**config.mk**
```make
export PLATFORM = sky130hd
export DESIGN_NAME = pcx_port_crossbar
export DESIGN_NICKNAME = d
export VERILOG_FILES = /design/src/pcx_pkg.sv /design/src/pcx_pin_cell.sv /design/src/pcx_port_crossbar.sv
export SDC_FILE = /design/constraint.sdc
export NUM_CORES = 2
export LEC_CHECK = 0
export BUFFER_PORTS_ARGS = -buffer_cell sky130_fd_sc_hd__buf_2
export CORE_MARGIN = 3
export CORE_UTILIZATION = 49
export DETAILED_ROUTE_END_ITERATION = 8
export MAX_ROUTING_LAYER = met4
export PLACE_DENSITY = 0.64
export REMOVE_ABC_BUFFERS = 1
export SETUP_SLACK_MARGIN = 0.02
export SLEW_MARGIN = 0
export SYNTH_ARGS = -nofsm -noshare
export SYNTH_HDL_FRONTEND = slang
export SYNTH_SLANG_ARGS = --single-unit
```
**constraint.sdc**
```tcl
create_clock -name i_clock -period 30.2 [get_ports i_clock]
set_input_delay 3.02 -clock i_clock [delete_from_list [all_inputs] [get_ports i_clock]]
set_output_delay 3.02 -clock i_clock [all_outputs]
set_load 0.005 [all_outputs]
```
**src/pcx_pkg.sv**
```systemverilog
// Purpose: Shared constants and carriers for the port crossbar.
// Assumes: 21 pins, port 0 pins 0-7, port 1 pins 8-15, port 2 pins 16-20.
// Notes: Resource indices give crossbar priority, lowest index first.
package pcx_pkg;
  // ==========================================================================
  // Sizes
  localparam int PIN_COUNT = 21;
  localparam int RES_COUNT = 17;
  localparam int RES_W = 5;
  // ==========================================================================
  // Resource indices in priority order
  localparam logic [RES_W-1:0] RES_UART_TX = 5'h00;
  localparam logic [RES_W-1:0] RES_UART_RX = 5'h01;
  localparam logic [RES_W-1:0] RES_SPI_SCK = 5'h02;
  localparam logic [RES_W-1:0] RES_SPI_MISO = 5'h03;
  localparam logic [RES_W-1:0] RES_SPI_MOSI = 5'h04;
  localparam logic [RES_W-1:0] RES_SPI_SEL = 5'h05;
  localparam logic [RES_W-1:0] RES_TW_DATA = 5'h06;
  localparam logic [RES_W-1:0] RES_TW_CLOCK = 5'h07;
  localparam logic [RES_W-1:0] RES_CMP_SYNC = 5'h08;
  localparam logic [RES_W-1:0] RES_CMP_ASYNC = 5'h09;
  localparam logic [RES_W-1:0] RES_CORE_CLK = 5'h0a;
  localparam logic [RES_W-1:0] RES_CNT_CH0 = 5'h0b;
  localparam logic [RES_W-1:0] RES_CNT_CH1 = 5'h0c;
  localparam logic [RES_W-1:0] RES_CNT_CH2 = 5'h0d;
  localparam logic [RES_W-1:0] RES_EXT_CNT = 5'h0e;
  localparam logic [RES_W-1:0] RES_TIMER_A = 5'h0f;
  localparam logic [RES_W-1:0] RES_TIMER_B = 5'h10;
  localparam int RES_FIRST_FREE = 2;
  // ==========================================================================
  // Pin positions
  localparam int PIN_UART_TX = 4;
  localparam int PIN_UART_RX = 5;
  localparam int PIN_P2_0 = 16;
  localparam int PIN_P2_1 = 17;
  localparam int PIN_P2_4 = 20;
  // ==========================================================================
  // Reset values and counter route field codes
  localparam logic [PIN_COUNT-1:0] SKIP_RST = 21'h000000;
  localparam logic [PIN_COUNT-1:0] INPUT_MODE_RST = 21'h1fffff;
  localparam logic [PIN_COUNT-1:0] OUTPUT_MODE_RST = 21'h000000;
  localparam logic [PIN_COUNT-1:0] GPIO_LATCH_RST = 21'h1fffff;
  localparam logic [RES_COUNT-1:0] PERIPH_IN_RST = 17'h1ffff;
  localparam logic [1:0] CNT_ROUTE_NONE = 2'h0;
  localparam logic [1:0] CNT_ROUTE_CH01 = 2'h2;
  localparam logic [1:0] CNT_ROUTE_CH012 = 2'h3;
  // ==========================================================================
  // Carriers
  typedef struct packed {
    logic comparator_async_out;
    logic comparator_sync_out;
    logic core_clock_output;
    logic two_wire;
    logic spi;
    logic uart;
  } pcx_route_a_t;
  typedef struct packed {
    logic pullup_disable;
    logic routing_global_enable;
    logic timer_b_input;
    logic timer_a_input;
    logic external_count_input;
    logic [1:0] counter_channel_route_field;
  } pcx_route_b_t;
  typedef struct packed {
    logic [PIN_COUNT-1:0] pin_skip_mask;
    logic [PIN_COUNT-1:0] pin_input_mode;
    logic [PIN_COUNT-1:0] pin_output_mode;
  } pcx_pin_cfg_t;
  typedef struct packed {
    logic [RES_COUNT-1:0] val;
    logic [RES_COUNT-1:0] en;
  } pcx_periph_t;
endpackage : pcx_pkg

```
**src/pcx_pin_cell.sv**
```systemverilog
// Purpose: One port pin: driver, weak pull-up and input receiver.
// Assumes: Inputs other than i_pin_in come from logic on i_clock.
// Notes: All outputs are registered.
`timescale 1ns/1ps
module pcx_pin_cell (
  input wire logic i_clock,
  input wire logic i_rstn,
  input wire logic i_drive_val,
  input wire logic i_drive_en,
  input wire logic i_push_pull,
  input wire logic i_digital,
  input wire logic i_pullup_dis,
  input wire logic i_pin_in,
  output logic o_pin_out,
  output logic o_pin_oe,
  output logic o_pullup_en,
  output logic o_level
);
  // ==========================================================================
  // State
  logic sync_a_reg; // First synchroniser stage
  logic sync_b_reg; // Second synchroniser stage
  logic out_reg, out_next;
  logic oe_reg, oe_next;
  logic pu_reg, pu_next;
  logic lvl_reg, lvl_next;

  // Next driver, pull-up and receiver values
  always_comb begin
    out_next = 1'b0;
    oe_next = 1'b0;
    lvl_next = 1'b0;
    if (!i_digital) begin
      // Analog: driver, receiver and pull-up all off
      oe_next = 1'b0;
      lvl_next = 1'b0;
    end else if (i_push_pull) begin
      // Push-pull drives both levels
      out_next = i_drive_val;
      oe_next = i_drive_en;
      lvl_next = sync_b_reg;
    end else begin
      // Open-drain only sinks
      out_next = 1'b0;
      oe_next = i_drive_en & ~i_drive_val;
      lvl_next = sync_b_reg;
    end
    // Pull-up on open-drain only, off while driving low
    pu_next = i_digital & ~i_push_pull & ~i_pullup_dis & ~oe_next;
  end

  // Register stage
  always_ff @(posedge i_clock) begin
    if (!i_rstn) begin
      sync_a_reg <= 1'b0;
      sync_b_reg <= 1'b0;
      out_reg <= 1'b0;
      oe_reg <= 1'b0;
      pu_reg <= 1'b0;
      lvl_reg <= 1'b0;
    end else begin
      sync_a_reg <= i_pin_in;
      sync_b_reg <= sync_a_reg;
      out_reg <= out_next;
      oe_reg <= oe_next;
      pu_reg <= pu_next;
      lvl_reg <= lvl_next;
    end
  end

  assign o_pin_out = out_reg;
  assign o_pin_oe = oe_reg;
  assign o_pullup_en = pu_reg;
  assign o_level = lvl_reg;
endmodule : pcx_pin_cell

```
**src/pcx_port_crossbar.sv**
```systemverilog
// Purpose: Priority crossbar from peripherals to port pins with pin modes.
// Assumes: Config and peripheral inputs on i_clock; pin inputs asynchronous.
// Notes: Config is registered, allocation is registered, then pin cells.
//   A change to the grants reaches the pin drivers two edges after capture, a mode change one.
//   Pad levels reach o_pin_level and o_periph_in four edges after a change.
//   Pins 4 and 5 carry the UART while it is on, even when skipped.
//   The top port 2 pin never takes a crossbar resource.
//   Resources without a pin read a high level.
//   Routing off clears every grant and every driver.
`timescale 1ns/1ps
module pcx_port_crossbar (
  input wire logic i_clock,
  input wire logic i_rstn,
  input pcx_pkg::pcx_route_a_t i_route_a,
  input pcx_pkg::pcx_route_b_t i_route_b,
  input wire logic i_spi_four_wire,
  input wire logic i_package_24pin,
  input pcx_pkg::pcx_pin_cfg_t i_pin_cfg,
  input wire logic [pcx_pkg::PIN_COUNT-1:0] i_gpio_latch,
  input pcx_pkg::pcx_periph_t i_periph_drive,
  input wire logic [pcx_pkg::PIN_COUNT-1:0] i_pin_in,
  output logic [pcx_pkg::PIN_COUNT-1:0] o_pin_out,
  output logic [pcx_pkg::PIN_COUNT-1:0] o_pin_oe,
  output logic [pcx_pkg::PIN_COUNT-1:0] o_pullup_en,
  output logic [pcx_pkg::PIN_COUNT-1:0] o_pin_level,
  output logic [pcx_pkg::PIN_COUNT-1:0] o_pin_routed,
  output logic [pcx_pkg::RES_COUNT-1:0] o_periph_in
);
  import pcx_pkg::*;

  // ==========================================================================
  // Configuration registers
  pcx_route_a_t route_a_reg, route_a_next; // Resource enables, group a
  pcx_route_b_t route_b_reg, route_b_next; // Resource enables, group b
  pcx_pin_cfg_t pin_cfg_reg, pin_cfg_next; // Skip and mode masks
  logic four_wire_reg, four_wire_next; // Slave select mode
  logic pkg24_reg, pkg24_next; // Package variant

  // Capture configuration each cycle
  // No write strobe: the block samples levels every edge
  always_comb begin
    route_a_next = i_route_a;
    route_b_next = i_route_b;
    pin_cfg_next = i_pin_cfg;
    four_wire_next = i_spi_four_wire;
    pkg24_next = i_package_24pin;
  end

  // Configuration register stage
  // Config comes from logic on this clock, so no synchroniser
  always_ff @(posedge i_clock) begin
    if (!i_rstn) begin
      route_a_reg <= '0;
      route_b_reg <= '0;
      // Reset: digital open-drain inputs, nothing routed
      pin_cfg_reg.pin_skip_mask <= SKIP_RST;
      pin_cfg_reg.pin_input_mode <= INPUT_MODE_RST;
      pin_cfg_reg.pin_output_mode <= OUTPUT_MODE_RST;
      four_wire_reg <= 1'b0;
      pkg24_reg <= 1'b0;
    end else begin
      // Follow the inputs one edge late
      route_a_reg <= route_a_next;
      route_b_reg <= route_b_next;
      pin_cfg_reg <= pin_cfg_next;
      four_wire_reg <= four_wire_next;
      pkg24_reg <= pkg24_next;
    end
  end

  // ==========================================================================
  // Resource requests
  logic [RES_COUNT-1:0] request; // Enabled resources, by priority
  logic [PIN_COUNT-1:0] blocked; // Pins the crossbar must pass over

  // Expand enables into per-signal requests
  // A resource that is off never enters the walk
  always_comb begin
    request = '0;
    // UART pair
    request[RES_UART_TX] = route_a_reg.uart;
    request[RES_UART_RX] = route_a_reg.uart;
    // SPI takes three pins, a fourth for slave select
    request[RES_SPI_SCK] = route_a_reg.spi;
    request[RES_SPI_MISO] = route_a_reg.spi;
    request[RES_SPI_MOSI] = route_a_reg.spi;
    request[RES_SPI_SEL] = route_a_reg.spi & four_wire_reg;
    // Two-wire pair always together
    request[RES_TW_DATA] = route_a_reg.two_wire;
    request[RES_TW_CLOCK] = route_a_reg.two_wire;
    // Single-pin outputs
    request[RES_CMP_SYNC] = route_a_reg.comparator_sync_out;
    request[RES_CMP_ASYNC] = route_a_reg.comparator_async_out;
    request[RES_CORE_CLK] = route_a_reg.core_clock_output;
    // Counter channels join in order 0, 1, 2
    request[RES_CNT_CH0] = route_b_reg.counter_channel_route_field != CNT_ROUTE_NONE;
    request[RES_CNT_CH1] = route_b_reg.counter_channel_route_field >= CNT_ROUTE_CH01;
    request[RES_CNT_CH2] = route_b_reg.counter_channel_route_field == CNT_ROUTE_CH012;
    // Counter and timer inputs last
    request[RES_EXT_CNT] = route_b_reg.external_count_input;
    request[RES_TIMER_A] = route_b_reg.timer_a_input;
    request[RES_TIMER_B] = route_b_reg.timer_b_input;
  end

  // Pins unavailable to the priority walk
  // Skip mask first, then fixed and absent pins on top
  always_comb begin
    blocked = pin_cfg_reg.pin_skip_mask;
    // Fixed UART pins are out of the walk
    if (route_a_reg.uart) begin
      blocked[PIN_UART_TX] = 1'b1;
      blocked[PIN_UART_RX] = 1'b1;
    end
    // Small package: port 2 pins absent or reserved
    if (!pkg24_reg) begin
      blocked[PIN_P2_0] = 1'b1;
      blocked[PIN_P2_4:PIN_P2_1] = 4'hf;
    end
    blocked[PIN_P2_4] = 1'b1; // Never on the crossbar
  end

  // ==========================================================================
  // Priority allocation
  logic [PIN_COUNT-1:0] hit_reg, hit_next; // Pin carries a resource
  logic [RES_W-1:0] sel_reg [PIN_COUNT]; // Resource on each pin
  logic [RES_W-1:0] sel_next [PIN_COUNT];
  logic [RES_COUNT-1:0] pending; // Requests still without a pin
  logic [RES_W-1:0] pick; // Lowest pending resource

  // Walk pins upward, granting the lowest pending resource
  // The walk is one combinational pass over all pins, so a
  // config change costs a single extra edge, not one per pin.
  // Requests beyond the last free pin stay pending and are
  // dropped silently; their inputs then read high.
  always_comb begin
    pending = request;
    pending[RES_UART_TX] = 1'b0;
    pending[RES_UART_RX] = 1'b0;
    // Start with nothing granted
    pick = '0;
    hit_next = '0;
    for (int p = 0; p < PIN_COUNT; p++) begin
      sel_next[p] = '0;
    end
    // UART placed first on its fixed pins
    if (route_a_reg.uart) begin
      hit_next[PIN_UART_TX] = 1'b1;
      sel_next[PIN_UART_TX] = RES_UART_TX;
      hit_next[PIN_UART_RX] = 1'b1;
      sel_next[PIN_UART_RX] = RES_UART_RX;
    end
    for (int p = 0; p < PIN_COUNT; p++) begin
      // Skipped and reserved pins are passed over
      if (!blocked[p] && (pending != '0)) begin
        // Downward scan leaves the lowest index, the highest priority
        for (int r = RES_COUNT - 1; r >= RES_FIRST_FREE; r--) begin
          if (pending[r]) begin
            pick = RES_W'(r);
          end
        end
        // Grant the pin and retire the resource
        hit_next[p] = 1'b1;
        sel_next[p] = pick;
        pending[pick] = 1'b0;
      end
    end
    // Disabled routing leaves every pin a plain input
    if (!route_b_reg.routing_global_enable) begin
      hit_next = '0;
    end
  end

  // Allocation register stage
  always_ff @(posedge i_clock) begin
    if (!i_rstn) begin
      // Nothing routed after reset
      hit_reg <= '0;
      // Select values mean nothing while the grant is low
      for (int p = 0; p < PIN_COUNT; p++) begin
        sel_reg[p] <= '0;
      end
    end else begin
      // Grants follow the config by one edge
      hit_reg <= hit_next;
      for (int p = 0; p < PIN_COUNT; p++) begin
        sel_reg[p] <= sel_next[p];
      end
    end
  end

  // ==========================================================================
  // Pin drive selection and pin cells
  logic [PIN_COUNT-1:0] drv_val; // Level the pin should present
  logic [PIN_COUNT-1:0] drv_en; // Pin should drive
  logic [PIN_COUNT-1:0] push_pull; // Effective output mode
  logic [PIN_COUNT-1:0] level; // Received pin level
  logic [PIN_COUNT-1:0] routed_reg; // Routed flags to outside

  // Per-pin drive choice, one copy per pin
  genvar g;
  generate
    for (g = 0; g < PIN_COUNT; g++) begin : gen_pin
      // Choose resource, general purpose or idle drive
      // Idle drive: high level, driver off
      always_comb begin
        drv_val[g] = 1'b1;
        drv_en[g] = 1'b0;
        push_pull[g] = pin_cfg_reg.pin_output_mode[g];
        if (!route_b_reg.routing_global_enable) begin
          // Routing off: pins stay inputs, latch ignored
          drv_en[g] = 1'b0;
        end else if (hit_reg[g]) begin
          // Routed resource drive
          drv_val[g] = i_periph_drive.val[sel_reg[g]];
          drv_en[g] = i_periph_drive.en[sel_reg[g]];
          if ((sel_reg[g] == RES_TW_DATA) || (sel_reg[g] == RES_TW_CLOCK)) begin
            // Two-wire pins never push high
            push_pull[g] = 1'b0;
          end
        end else begin
          // General purpose output from the port latch
          drv_val[g] = i_gpio_latch[g];
          drv_en[g] = 1'b1;
        end
      end

      // One cell per pin: driver, pull-up, three-flop receiver
      pcx_pin_cell u_cell (
        .i_clock(i_clock),
        .i_rstn(i_rstn),
        .i_drive_val(drv_val[g]),
        .i_drive_en(drv_en[g]),
        .i_push_pull(push_pull[g]),
        .i_digital(pin_cfg_reg.pin_input_mode[g]),
        .i_pullup_dis(route_b_reg.pullup_disable),
        .i_pin_in(i_pin_in[g]),
        .o_pin_out(o_pin_out[g]),
        .o_pin_oe(o_pin_oe[g]),
        .o_pullup_en(o_pullup_en[g]),
        .o_level(level[g])
      );
    end
  endgenerate

  // ==========================================================================
  // Peripheral inputs
  logic [RES_COUNT-1:0] periph_in_reg, periph_in_next; // Levels back to peripherals
  logic [PIN_COUNT-1:0] level_reg, level_next; // Port read levels
  logic [PIN_COUNT-1:0] routed_next; // Routed flags, next value

  // Route each pin's received level to its resource
  // A pin that is not routed leaves its resource reading high
  always_comb begin
    level_next = level;
    routed_next = hit_reg;
    periph_in_next = PERIPH_IN_RST;
    for (int p = 0; p < PIN_COUNT; p++) begin
      if (hit_reg[p]) begin
        periph_in_next[sel_reg[p]] = level[p];
      end
    end
  end

  // Output register stage
  // All top outputs leave from flip-flops
  always_ff @(posedge i_clock) begin
    if (!i_rstn) begin
      periph_in_reg <= PERIPH_IN_RST;
      level_reg <= '0;
      routed_reg <= '0;
    end else begin
      periph_in_reg <= periph_in_next;
      level_reg <= level_next;
      routed_reg <= routed_next;
    end
  end

  assign o_periph_in = periph_in_reg;
  assign o_pin_level = level_reg;
  assign o_pin_routed = routed_reg;
endmodule : pcx_port_crossbar

```
==> impl_metrics.toml <==
[status]
outcome = "completed"

[layout]
seqCellArea_um2 = 7630
fillCellCount = 6680
layout-drive-gt1-share_pct = 16.3
largest_reg_flops = 100
stdcell_count = 5396
areaGrowthSynthToFinish_pct = 7.23
multiInputGateArea_um2 = 24900
nets = 4586
final_util_pct = 53.5

[die]
boundaryPins = 278
start_util_pct = 49.9
die_w_um = 271
rows = 96
core_area_um2 = 69100
dieArea_um2 = 73500
die_y_um = 271

[global_route]
overflow = 0
grt_pass1_vias = 33200
grt.total_usage_pct = 33.2
antenna_found_initial = 3
grt_max_degree = 192
grt_pass1_wl_um = 194000

[critical_path]
required_ns = 30.67
crit_path_top_delay_cell = "o41ai_1"
path_class = "flip-flop to flip-flop"
path_buf_inv = 0
cp.arrival_ns = 25.67
end_kind = "flip-flop"
max_stage_delay_ns = 1.01
path_max_fanout = 20
cp-start-kind = "flip-flop"
critPathTopFamily = "compound AO/OA/AOI/OAI gates"

[hold_path]
hold_class = "flip-flop to flip-flop"

[yosys]
syn_area_um2 = 34500
yosysTopAreaCellShare_pct = 22.1
synth.largest_area_cell = "dfxtp_1"
async_reset_ff_share_pct = 0
synth.distinct_cells = 134
ys_seq_elements = 381
synthTopCellsByCount = "nand2_1 (522), nor2_1 (451), dfxtp_1 (381), a21oi_1 (271), clkbuf_1 (243)"
synthTopCellsByArea = "dfxtp_1 (22%), mux4_2 (10%), nand2_1 (5.7%), nor2_1 (4.9%), a21oi_1 (3.9%)"
synth_seq_area_share_pct = 22.1
syn_avg_cell_area_um2 = 7.73
synth_flop_cell = "dfxtp_1"
synth.most_common_cell = "nand2_1"
ys_warn_count = 0
synth_edf_count = 0
syn_inst = 4457

[clocking]
clockBufferDepth = 3
cts-root-buf = "clkbuf_16"
postCtsResizedCells = 0
cts_hold_buffers = 0
numClockSinks = 381
cts_tree = "done"
cts_made_buffers = 43
ctsHtreeMaxLevel = 2
clk_latency_ns = 0.59
clkSlewWorstSetupHoldPaths_ns = 0.06
cts_setup_buffers = 0

[place]
post-place-cells = 5316
globalplace.congestion = 1.00
place_hpwl_um = 96300
port_buffers = 275

[timing]
hold_violations = 0
fmax_ghz = 0.0397
drv_slew = 0
period_share_pct = 83.4
worstMarginPinSlew_ns = 1.17
min_period_ns = 25.19
tns_ns = 0
fin_worst_skew_ns = 0.0310
setup_violations = 0
rsz0062_at_grt = "false"
relSlewSlack_pct = 20.9

[power]
leakage_nw = 13.3
irDropWorstVdd_v = 0.0000846
powerDensity_nw_per_um2 = 99.9
finalPower_mw = 3.69

[detailed_routing]
routed_wl_um = 124000
ant_nets = 0
drtPass1Iterations = 7
via_count = 36800
via_per_inst = 6.83
wl_per_cell_um = 23.0
drcViolationCount = 0
first_iter_violations = 4697

[run]
maxCapViolations = 0
kinds of logic after synthesis:
family                   Yosys count  synth area share, %
AND/OR/NAND/NOR                 1888                 27.7
AO/OA/AOI/OAI                   1532                 32.1
buffers and inverters            429                 5.59
flip-flops                       381                 22.1
multiplexers                     220                 12.3
adder cells (fa/ha/maj)            3               0.0872
XOR/XNOR                           3               0.0763
other                              1               0.0109
stage by stage:
step                cell area (um2)  setup slack [ns]  hold WS (ns)
floorplan                     32700             10.53         0.401
global placement              35500              5.88         0.411
detailed placement            35500              6.14         0.419
CTS                           36900              6.03         0.425
global route                  36900              3.30         0.449
finish                        36900              5.01         0.424
final timing paths:
kind,endpoint,slack [ns],cells after the start,startpoint
setup reg to reg,sel_reg[4][16],5.01,67,request[6]
hold reg to reg,gen_pin[20].u_cell.o_pullup_en,0.42,1,pin_cfg_reg[20]
setup / recovery,sel_reg[4][16],5.01,67,request[6]
hold / removal,gen_pin[20].u_cell.o_pullup_en,0.42,1,pin_cfg_reg[20]
cell type report:
| type | count | area share (%) |
|---|---|---|
| multi-input combinational | 3647 | 67.4 |
| sequential | 381 | 20.7 |
| timing repair buffer | 301 | 4.31 |
| clock buffer | 58 | 3.37 |
| tap | 931 | 3.15 |
| inverter | 56 | 0.569 |
| clock inverter | 19 | 0.525 |
| antenna | 3 | 0.0203 |
cells in the final DEF, fill, tap and decap left out, drive strengths merged, types with 128 or more instances in the layout:
| cell | Yosys | final |
|---|---|---|
| dfxtp | 381 | 381 |
| o21ai | 257 | 257 |
| nand2 | 523 | 523 |
| a21oi | 281 | 281 |
| and2 | 210 | 210 |
| nor3 | 129 | 129 |
| nor2 | 453 | 453 |
| a31oi | 128 | 128 |
| buf | 128 | 300 |
| mux4 | 160 | 160 |
report_power, final:
part	total, mW	switching [mW]	internal [mW]
Sequential	0.691	0.136	0.555
Combinational	2.47	1.56	0.903
Clock	0.533	0.223	0.310
Total	3.69	1.92	1.77
worst register-to-register path, delay by kind of cell (launching register included):
kind | cells | cell delay [ns]
and+or+nand+nor | 21 | 7.01
AOI/OAI and AO/OA | 46 | 17.49
DFF | 1 | 0.61
per-layer routing:
metal | wire [um] | GRT usage [%] | part of all wire [%] | up-vias
met2 | 50200 | 45.3 | 40 | 2188
met5 | 0 | - | 0 | -
met1 | 57100 | 49.9 | 46 | 17500
met4 | 2690 | 7.88 | 2.2 | 0
met3 | 14200 | 6.47 | 11 | 217
li1 | - | - | - | 17000
Power figures use the tool's default switching activity.
